File: src/mrs_pkg.sv
// What this block does
// - restore fills registers of one file only
// - restore adds 32 to pointer after each
// - restore handles highest numbered register first
// - save subtracts 32 before each write
// - save stores lowest numbered register first
// - save leaves pointer at highest register
// - stack grows down, pointer ends at top
// - pointer in same file; stack pointer shared
// - bit 4 picks file, low bits pointer
// - restore mask bit n selects register n
// - save mask reversed, bit 15 is register 0
// - status flags never touched by either
// - unselected registers other than the pointer keep their values
// - stack pointer as pointer adjusts system stack
package mrs_pkg;
	// ----------------------------------------------------------------
	// register map
	// ----------------------------------------------------------------
	localparam logic [11:0] OFS_CMD    = 12'h000;
	localparam logic [11:0] OFS_MASK   = 12'h004;
	localparam logic [11:0] OFS_STATUS = 12'h008;
	localparam logic [11:0] OFS_FLAGS  = 12'h00c;
	localparam logic [11:0] OFS_RF     = 12'h100;
	localparam int          RF_SEL_BIT = 8;
	localparam int          RF_FILE_BIT = 6;
	// ----------------------------------------------------------------
	// fields
	// ----------------------------------------------------------------
	localparam int          CMD_GO_BIT   = 31;
	localparam int          CMD_FILE_BIT = 4;
	localparam int          CMD_SAVE_BIT = 5;
	localparam int          ST_BUSY_BIT  = 0;
	localparam int          ST_DONE_BIT  = 1;
	localparam logic [15:0] CMD_RESET    = 16'h0000;
	localparam logic [15:0] MASK_RESET   = 16'h0000;
	localparam logic [3:0]  FLAGS_RESET  = 4'h0;
	localparam logic [3:0]  SP_INDEX     = 4'hf;
	// ----------------------------------------------------------------
	// stack geometry, bit addresses
	// ----------------------------------------------------------------
	localparam logic [31:0] LONG_STEP = 32'h0000_0020;
	localparam logic [31:0] HALF_STEP = 32'h0000_0010;
endpackage

File: src/mrs_mem_if.sv
`timescale 1ns/100ps
interface mrs_mem_if;
	logic        start;
	logic        we;
	logic [31:0] addr;
	logic [15:0] wdata;
	logic        done;
	logic [15:0] rdata;
	modport eng  (output start, we, addr, wdata, input done, rdata);
	modport port (input start, we, addr, wdata, output done, rdata);
endinterface

File: src/mrs_regfile.sv
`timescale 1ns/100ps
module mrs_regfile #(
	parameter int DEPTH = 32,
	parameter int WIDTH = 32
) (
	input  wire logic                     pclk,
	input  wire logic                     we,
	input  wire logic [$clog2(DEPTH)-1:0] waddr,
	input  wire logic [WIDTH-1:0]         wdata,
	input  wire logic [$clog2(DEPTH)-1:0] raddr,
	output logic      [WIDTH-1:0]         rdata
);
	// no reset: contents are software state, read data is registered
	logic [WIDTH-1:0] mem [DEPTH];

	if (DEPTH < 2)
	begin : g_depth_check
		$error("mrs_regfile: DEPTH too small");
	end

	always_ff @(posedge pclk)
	begin
		if (we)
			mem[waddr] <= wdata;
		rdata <= mem[raddr];
	end
endmodule

File: src/mrs_memport.sv
`timescale 1ns/100ps
module mrs_memport (
	input  wire logic        pclk,
	input  wire logic        presetn,
	mrs_mem_if.port          eng,
	output logic             mem_req,
	output logic             mem_we,
	output logic [31:0]      mem_addr,
	output logic [15:0]      mem_wdata,
	input  wire logic [15:0] mem_rdata,
	input  wire logic        mem_ack
);
	// one half-word access at a time; request holds until acknowledged
	wire take_ack = mem_req & mem_ack;

	always_ff @(posedge pclk or negedge presetn)
	begin
		if (!presetn)
		begin
			mem_req   <= 1'b0;
			mem_we    <= 1'b0;
			mem_addr  <= 32'h0000_0000;
			mem_wdata <= 16'h0000;
			eng.done  <= 1'b0;
			eng.rdata <= 16'h0000;
		end
		else
		begin
			eng.done <= take_ack;
			if (take_ack)
			begin
				mem_req   <= 1'b0;
				eng.rdata <= mem_rdata;
			end
			else if (eng.start && !mem_req)
			begin
				mem_req   <= 1'b1;
				mem_we    <= eng.we;
				mem_addr  <= eng.addr;
				mem_wdata <= eng.wdata;
			end
		end
	end
endmodule

File: src/mrs_top.sv
`timescale 1ns/100ps
module mrs_top (
	input  wire logic        pclk,
	input  wire logic        presetn,
	input  wire logic        psel,
	input  wire logic        penable,
	input  wire logic        pwrite,
	input  wire logic [11:0] paddr,
	input  wire logic [31:0] pwdata,
	output logic      [31:0] prdata,
	output logic             pready,
	output logic             pslverr,
	output logic             mem_req,
	output logic             mem_we,
	output logic      [31:0] mem_addr,
	output logic      [15:0] mem_wdata,
	input  wire logic [15:0] mem_rdata,
	input  wire logic        mem_ack,
	output logic             busy
);
	// ----------------------------------------------------------------
	// types and helpers
	// ----------------------------------------------------------------
	typedef enum logic [8:0] {
		S_IDLE  = 9'h001,
		S_PTRRD = 9'h002,
		S_PTRCP = 9'h004,
		S_PICK  = 9'h008,
		S_REGRD = 9'h010,
		S_LO    = 9'h020,
		S_HI    = 9'h040,
		S_WRREG = 9'h080,
		S_WRPTR = 9'h100
	} mrs_state_e;

	// the stack pointer is one shared entry, seen from either file
	function automatic logic [4:0] phys(input logic f, input logic [3:0] r);
		phys = {f & (r != mrs_pkg::SP_INDEX), r};
	endfunction

	function automatic logic [3:0] highest(input logic [15:0] v);
		highest = 4'h0;
		for (int i = 0; i < 16; i++)
			if (v[i])
				highest = 4'(i);
	endfunction

	function automatic logic [3:0] lowest(input logic [15:0] v);
		lowest = 4'h0;
		for (int i = 15; i >= 0; i--)
			if (v[i])
				lowest = 4'(i);
	endfunction

	function automatic logic [15:0] reverse(input logic [15:0] v);
		for (int i = 0; i < 16; i++)
			reverse[i] = v[15-i];
	endfunction

	// ----------------------------------------------------------------
	// state
	// ----------------------------------------------------------------
	mrs_state_e  state_reg;
	logic [15:0] cmd_reg;
	logic [15:0] mask_reg;
	logic [3:0]  flags_reg;
	logic        done_reg;
	logic [4:0]  count_reg;
	logic        save_reg;
	logic        file_reg;
	logic [3:0]  rp_reg;
	logic [15:0] sel_reg;
	logic [3:0]  cur_reg;
	logic [31:0] ptr_reg;
	logic [15:0] lo_reg;
	logic        issued_reg;
	logic        rd_ok_reg;
	logic [31:0] rf_rdata;

	mrs_mem_if mi ();

	// ----------------------------------------------------------------
	// apb decode
	// ----------------------------------------------------------------
	wire        idle      = state_reg == S_IDLE;
	wire        acc       = psel & penable & ~pready;
	wire        hit_cmd   = paddr == mrs_pkg::OFS_CMD;
	wire        hit_mask  = paddr == mrs_pkg::OFS_MASK;
	wire        hit_stat  = paddr == mrs_pkg::OFS_STATUS;
	wire        hit_flags = paddr == mrs_pkg::OFS_FLAGS;
	localparam int RF_TOP = mrs_pkg::RF_SEL_BIT;
	localparam logic [11-RF_TOP:0] RF_BASE =
		mrs_pkg::OFS_RF[11:RF_TOP];
	wire        hit_rf    = paddr[11:RF_TOP] == RF_BASE &&
	                        paddr[1:0] == 2'b00;
	wire        hit_any   = hit_cmd | hit_mask | hit_stat | hit_flags |
	                        hit_rf;
	// register file accesses wait for the engine to go idle
	wire        can_ans   = ~hit_rf | (idle & rd_ok_reg);
	wire        answer    = acc & can_ans;
	// writes land only at the edge where the master sees pready high
	wire        wr        = psel & penable & pready & pwrite;
	wire [3:0]  apb_reg   = paddr[5:2];
	wire        apb_file  = paddr[mrs_pkg::RF_FILE_BIT];
	wire        go        = wr & hit_cmd & pwdata[mrs_pkg::CMD_GO_BIT] &
	                        idle;
	wire        st_clr    = wr & hit_stat & pwdata[mrs_pkg::ST_DONE_BIT];

	// ----------------------------------------------------------------
	// engine decode
	// ----------------------------------------------------------------
	wire [15:0] go_sel  = pwdata[mrs_pkg::CMD_SAVE_BIT] ?
	                      reverse(mask_reg) : mask_reg;
	wire [3:0]  pick    = save_reg ? lowest(sel_reg) :
	                                 highest(sel_reg);
	wire        in_ptr  = state_reg == S_PTRRD || state_reg == S_PTRCP;
	wire [4:0]  rf_raddr = idle   ? phys(apb_file, apb_reg) :
	                       in_ptr ? phys(file_reg, rp_reg) :
	                                phys(file_reg, cur_reg);
	wire        eng_wr  = state_reg == S_WRREG || state_reg == S_WRPTR;
	wire        rf_we   = eng_wr | (wr & hit_rf & idle);
	wire [4:0]  rf_waddr = !eng_wr ? phys(apb_file, apb_reg) :
	                       state_reg == S_WRPTR ? phys(file_reg, rp_reg) :
	                                              phys(file_reg, cur_reg);
	// restore writes the register just popped, then the pointer; others stay put
	wire [31:0] rf_wdata = !eng_wr ? pwdata :
	                       state_reg == S_WRPTR ? ptr_reg :
	                                              {mi.rdata, lo_reg};
	wire        in_hi   = state_reg == S_HI;
	wire        in_mem  = state_reg == S_LO || in_hi;

	// low half at the pointer, high half one half-word above
	assign mi.start = in_mem & ~issued_reg;
	assign mi.we    = save_reg;
	assign mi.addr  = in_hi ? ptr_reg + mrs_pkg::HALF_STEP :
	                          ptr_reg;
	assign mi.wdata = in_hi ? rf_rdata[31:16] : rf_rdata[15:0];

	wire [31:0] rd_mux =
		hit_cmd   ? {16'h0000, cmd_reg} :
		hit_mask  ? {16'h0000, mask_reg} :
		hit_stat  ? {count_reg, 25'h0, done_reg, ~idle} :
		hit_flags ? {28'h0000000, flags_reg} :
		hit_rf    ? rf_rdata : 32'h0000_0000;

	// ----------------------------------------------------------------
	// submodules
	// ----------------------------------------------------------------
	mrs_regfile #(
		.DEPTH (32),
		.WIDTH (32)
	) u_rf (
		.pclk  (pclk),
		.we    (rf_we),
		.waddr (rf_waddr),
		.wdata (rf_wdata),
		.raddr (rf_raddr),
		.rdata (rf_rdata)
	);

	mrs_memport u_mp (
		.pclk      (pclk),
		.presetn   (presetn),
		.eng       (mi.port),
		.mem_req   (mem_req),
		.mem_we    (mem_we),
		.mem_addr  (mem_addr),
		.mem_wdata (mem_wdata),
		.mem_rdata (mem_rdata),
		.mem_ack   (mem_ack)
	);

	// ----------------------------------------------------------------
	// apb slave
	// ----------------------------------------------------------------
	always_ff @(posedge pclk or negedge presetn)
	begin
		if (!presetn)
		begin
			pready    <= 1'b0;
			pslverr   <= 1'b0;
			prdata    <= 32'h0000_0000;
			rd_ok_reg <= 1'b0;
			cmd_reg   <= mrs_pkg::CMD_RESET;
			mask_reg  <= mrs_pkg::MASK_RESET;
			flags_reg <= mrs_pkg::FLAGS_RESET;
		end
		else
		begin
			// read port carried the bus address in the previous cycle
			rd_ok_reg <= idle;
			pready    <= answer;
			pslverr   <= answer & ~hit_any;
			if (answer && !pwrite)
				prdata <= rd_mux;
			if (wr && hit_cmd && idle)
				cmd_reg <= pwdata[15:0];
			if (wr && hit_mask && idle)
				mask_reg <= pwdata[15:0];
			// flags belong to software; the engine has no path here
			if (wr && hit_flags)
				flags_reg <= pwdata[3:0];
		end
	end

	// ----------------------------------------------------------------
	// move engine
	// ----------------------------------------------------------------
	always_ff @(posedge pclk or negedge presetn)
	begin
		if (!presetn)
		begin
			state_reg  <= S_IDLE;
			busy       <= 1'b0;
			done_reg   <= 1'b0;
			count_reg  <= 5'h00;
			save_reg   <= 1'b0;
			file_reg   <= 1'b0;
			rp_reg     <= 4'h0;
			sel_reg    <= 16'h0000;
			cur_reg    <= 4'h0;
			ptr_reg    <= 32'h0000_0000;
			lo_reg     <= 16'h0000;
			issued_reg <= 1'b0;
		end
		else
		begin
			if (st_clr)
				done_reg <= 1'b0;
			if (mi.start)
				issued_reg <= 1'b1;
			else if (mi.done)
				issued_reg <= 1'b0;
			case (state_reg)
			S_IDLE:
				if (go)
				begin
					// operation is taken from the command write itself
					save_reg  <= pwdata[mrs_pkg::CMD_SAVE_BIT];
					file_reg  <= pwdata[mrs_pkg::CMD_FILE_BIT];
					rp_reg    <= pwdata[3:0];
					sel_reg   <= go_sel;
					count_reg <= 5'h00;
					// an empty list leaves memory and pointer alone
					if (mask_reg == 16'h0000)
						done_reg <= 1'b1;
					else
					begin
						state_reg <= S_PTRRD;
						busy      <= 1'b1;
					end
				end
			S_PTRRD:
				state_reg <= S_PTRCP;
			S_PTRCP:
			begin
				ptr_reg   <= rf_rdata;
				state_reg <= S_PICK;
			end
			S_PICK:
				if (sel_reg == 16'h0000)
					state_reg <= S_WRPTR;
				else
				begin
					cur_reg          <= pick;
					sel_reg[pick]    <= 1'b0;
					count_reg        <= count_reg + 5'h01;
					if (save_reg)
						ptr_reg <= ptr_reg - mrs_pkg::LONG_STEP;
					state_reg <= S_REGRD;
				end
			S_REGRD:
				state_reg <= S_LO;
			S_LO:
				if (mi.done)
				begin
					lo_reg    <= mi.rdata;
					state_reg <= S_HI;
				end
			S_HI:
				if (mi.done)
					state_reg <= save_reg ? S_PICK : S_WRREG;
			S_WRREG:
			begin
				ptr_reg   <= ptr_reg + mrs_pkg::LONG_STEP;
				state_reg <= S_PICK;
			end
			S_WRPTR:
			begin
				// pointer ends at new top of stack
				state_reg <= S_IDLE;
				busy      <= 1'b0;
				done_reg  <= 1'b1;
			end
			default:
			begin
				state_reg <= S_IDLE;
				busy      <= 1'b0;
			end
			endcase
		end
	end
endmodule

File: config.mk
export PLATFORM = sky130hd
export DESIGN_NAME = mrs_top
export DESIGN_NICKNAME = d
export VERILOG_FILES = /design/src/mrs_pkg.sv /design/src/mrs_mem_if.sv /design/src/mrs_regfile.sv /design/src/mrs_memport.sv /design/src/mrs_top.sv
export SDC_FILE = /design/constraint.sdc
export NUM_CORES = 2
export LEC_CHECK = 0
export ABC_AREA = 1
export CAP_MARGIN = 30
export CELL_PAD_IN_SITES_DETAIL_PLACEMENT = 1
export CELL_PAD_IN_SITES_GLOBAL_PLACEMENT = 2
export CORE_ASPECT_RATIO = 2
export CORE_UTILIZATION = 43
export DETAILED_ROUTE_END_ITERATION = 6
export DONT_BUFFER_PORTS = 1
export HOLD_SLACK_MARGIN = 0.12
export MAX_ROUTING_LAYER = met4
export PLACE_DENSITY_LB_ADDON = 0.3
export SYNTH_ARGS = -nofsm -noshare
export SYNTH_HDL_FRONTEND = slang
export SYNTH_HIERARCHICAL = 1
export SYNTH_SLANG_ARGS = --single-unit
export TNS_END_PERCENT = 100
File: constraint.sdc
create_clock -name pclk -period 5.4 [get_ports pclk]
set_input_delay 0.81 -clock pclk [delete_from_list [all_inputs] [get_ports pclk]]
set_output_delay 0.81 -clock pclk [all_outputs]
set_load 0.05 [all_outputs]
==> flow_summary_export.csv <==
group,metric,value,unit
synthesis,postSynth.asyncResetShare,17.82,%
cells_and_area,utilization,48.17,%
setup_path,r2r.worst_path.cells,12,
synthesis,synth_largest_area_cell,"sky130_fd_sc_hd__edfxtp_1",
synthesis,syn_nets,5435,
synthesis,netlist_area,0.05599,mm2
grt,grt_max_degree,230,
clock_tree,post_cts_resized,0,
sta,fin_worst_skew,0.01851,ns
sta,finalHoldWorstSlack,-0.2395,ns
detailed_routing,postRouteAntennaNets,0,
clock_tree,tritoncts,"yes",
grt,grt_pass1_wl,266800,um
synthesis,synth.top_cells.by_area,"sky130_fd_sc_hd__edfxtp_1, sky130_fd_sc_hd__nand2_1, sky130_fd_sc_hd__dfrtp_1, sky130_fd_sc_hd__nand3_1, sky130_fd_sc_hd__o21ai_0",
worst_hold_path,hold_class,"input pin to asynchronous set/reset pin",
cells_and_area,layout.filler_cells,13950,
cells_and_area,finalNetCount,5385,
cells_and_area,largest_reg_flops,1024,
setup_path,critPathLaunchType,"flop",
cells_and_area,registers.top_by_ff_count,"u_rf/mem",
sta,final_critical_path_setup_slack,0.9782,ns
sta,final_max_slew_viol_count,0,
placed_design,pre_cts_ws,1.020,ns
floorplan,std_cell_rows,186,
clock_tree,cts_buffers,115,
grt,grt_pass1_vias,41280,
setup_path,critical_path.reg2reg.startpoint,"state_reg[0]$_DFFE_PN1P_",
synthesis,fraction_of_the_yosys_area_taken_by_sequential_cells,66.30,%
placed_design,io_buffer_count,0,
synthesis,postSynthCellCount,5341,
power_and_ir_drop,static-leakage-power,24.28,nW
grt,grt_overflow,0,
synthesis,netlist.area_leader.share,54.92,%
synthesis,number_of_synthesized_flops_with_an_enable_pin,1024,
setup_path,crit_path_max_fanout,21,
grt,all_layer_gr_usage,28.05,%
grt,grt_antenna_before_repair,1,
setup_path,reg2reg_setup_slack,0.98,ns
sta,max_slew.worst_pin.slew,1.144,ns
setup_path,timing.rr.end,"u_rf/mem[21][20]$_DFFE_PP_",
sta,rsz0062_at_grt,"false",
sta,final.min_clock_period,4.422,ns
detailed_routing,drt-pass1-iter-count,5,
synthesis,synth-main-ff-cell,"sky130_fd_sc_hd__edfxtp_1",
floorplan,initial_utilization,43.51,%
synthesis,syn_avg_cell_area,10.48,um2
setup_path,worst_endpoint_required_time,5.84,ns
detailed_routing,wl_per_cell,25.26,um
placed_design,dp.final_hpwl,118100,um
synthesis,synth_most_common_cell,"sky130_fd_sc_hd__nand2_1",
clock_tree,cts_root_buf,"sky130_fd_sc_hd__clkbuf_16",
synthesis,synth_cell_types,60,
detailed_routing,drt-vias-per-instance,5.577,
power_and_ir_drop,powerDensity,337.0,mW/mm2
power_and_ir_drop,power.ir.vdd_worst,0.2577,mV
job,max_cap_violations,0,
cells_and_area,synthToLayoutAreaGrowth,10.72,%
setup_path,criticalPathCategory,"flop to flop",
status,violations,"negative hold slack",
detailed_routing,remaining_routing_drc_violations,0,
clock_tree,clk_transition_reported_paths,0.07,ns
sta,max_slew_margin,23.41,%
detailed_routing,detail_route.wirelength,179000,um
clock_tree,clockBufferDepth,3,
sta,final_min_period_over_clock_period,81.88,%
sta,finalHoldViolCount,217,
sta,setup_violations,0,
status,run_status,"complete, but fails checks",
sta,max_freq,0.2262,GHz
setup_path,worstSetupEndpointType,"flop",
synthesis,ys.warnings.count,6,
floorplan,chipWidth,257.2,um
floorplan,placeableCoreArea,0.1287,mm2
power_and_ir_drop,total_power_of_the_final_layout,20.89,mW
sta,fin_setup_tns,0,ns
floorplan,floorplan.die_area,0.1317,mm2
placed_design,gpl.final_weighted_congestion,0.9500,
detailed_routing,dr.first_iter.drc_count,2661,
detailed_routing,vias,39510,
clock_tree,clk_latency,0.75,ns
clock_tree,cts_post_setup_buffers_inserted,0,
synthesis,ys_ff_latch,1285,
clock_tree,cts_max_level,3,
synthesis,synth_commonest_cells,"sky130_fd_sc_hd__nand2_1, sky130_fd_sc_hd__edfxtp_1, sky130_fd_sc_hd__nand3_1",
setup_path,worst-endpoint-arrival,4.86,ns
floorplan,top_level_pins,151,
floorplan,die_y,512.3,um
clock_tree,clock_sink_count,1285,
cells_and_area,ratio_of_cells_with_drive_above_1_in_the_final_layout,8.160,%
[cell families after synthesis]
kind of cell | count (synthesis) | synth area share (%)
AOI/OAI and AO/OA | 458 | 4.574
buffers and inverters | 509 | 5.012
adders and majority gates | 28 | 0.6391
xor gates and xnor gates | 36 | 0.5631
and+or+nand+nor | 3025 | 22.91
DFF | 1285 | 66.30
[layer usage]
layer | wire length (um) | global-route usage (%) | vias up
met5 | 0 | - | -
met1 | 66520 | 30.29 | 20020
met3 | 6382 | 3.082 | 348
met4 | 9605 | 14.03 | 0
met2 | 96490 | 50.54 | 925
li1 | - | - | 18220
[per-stage QoR]
stage / instances / instance area (um2)
after detailed placement: 6863 / 58010
final: 7085 / 61990
after global placement: 6856 / 57840
after CTS: 7081 / 61920
after global routing: 7085 / 61990
after floorplan: 5341 / 55990
[how the worst max path moves through the flow]
stage	from	end	slack [ns]	depth (start not counted)
global placement	state_reg[0]$_DFFE_PN1P_	u_rf/mem[20][8]$_DFFE_PP_	1.20	12
floorplan	state_reg[0]$_DFFE_PN1P_	u_rf/mem[8][0]$_DFFE_PP_	1.15	13
finish	state_reg[0]$_DFFE_PN1P_	u_rf/mem[21][20]$_DFFE_PP_	0.98	12
global route	state_reg[0]$_DFFE_PN1P_	u_rf/mem[21][20]$_DFFE_PP_	0.72	12
detailed placement	state_reg[0]$_DFFE_PN1P_	u_rf/mem[21][24]$_DFFE_PP_	1.02	12
CTS	state_reg[0]$_DFFE_PN1P_	u_rf/mem[21][20]$_DFFE_PP_	1.02	12
[area by class of cell]
type / count / area (um2) / share of cell area [%]
diodes: 1 / 2.502 / 0.004037
clock buffers: 148 / 3142 / 5.068
clock inverters: 70 / 763.2 / 1.231
inverters: 214 / 837.1 / 1.350
multi-input cells: 3547 / 16490 / 26.61
flip-flops and latches: 1285 / 37120 / 59.88
well taps: 1692 / 2117 / 3.415
repair buffers: 128 / 1511 / 2.438
[power by group]
group | switching, mW | internal (mW)
Combinational | 1.07 | 0.350
Sequential | 0.128 | 10.7
Clock | 3.76 | 4.83
[placed cells by master (no fill, tap or decap), types with 15 or more instances in the layout]
cell type                   instances
sky130_fd_sc_hd__clkbuf_1          20
sky130_fd_sc_hd__inv_2             15
sky130_fd_sc_hd__a21oi_1          106
sky130_fd_sc_hd__o21ai_2           22
sky130_fd_sc_hd__buf_4             87
sky130_fd_sc_hd__nor2_4            42
sky130_fd_sc_hd__clkbuf_16        117
sky130_fd_sc_hd__o211ai_1          24
sky130_fd_sc_hd__xor2_1            30
sky130_fd_sc_hd__clkinv_2          24
sky130_fd_sc_hd__nand2_1         1897
sky130_fd_sc_hd__nand4_1           27
sky130_fd_sc_hd__dfrtp_1          228
sky130_fd_sc_hd__bufinv_16         15
sky130_fd_sc_hd__nor3_1            17
sky130_fd_sc_hd__nor2_1           113
sky130_fd_sc_hd__dfxtp_1           32
sky130_fd_sc_hd__buf_12            36
sky130_fd_sc_hd__edfxtp_1        1024
sky130_fd_sc_hd__clkinv_1          23
sky130_fd_sc_hd__inv_1            191
sky130_fd_sc_hd__o21ai_1           34
sky130_fd_sc_hd__o21ai_0          195
sky130_fd_sc_hd__ha_1              27
sky130_fd_sc_hd__nand3_1          890
[worst max-delay path, stage by stage, from the launching register on]
cell                      delay, ns
sky130_fd_sc_hd__dfstp_2       0.57
sky130_fd_sc_hd__nor2_4        0.06
sky130_fd_sc_hd__nand2_2       0.10
sky130_fd_sc_hd__nor2_4        0.05
sky130_fd_sc_hd__inv_1         0.06
sky130_fd_sc_hd__nor2_1        0.04
sky130_fd_sc_hd__buf_4         0.15
sky130_fd_sc_hd__inv_1         0.52
sky130_fd_sc_hd__nand2_1       0.44
sky130_fd_sc_hd__o22ai_1       0.65
sky130_fd_sc_hd__nand3_1       0.57
sky130_fd_sc_hd__nor2_4        0.66
sky130_fd_sc_hd__buf_12        0.24
Note: power is estimated with default switching activity, not from simulation.
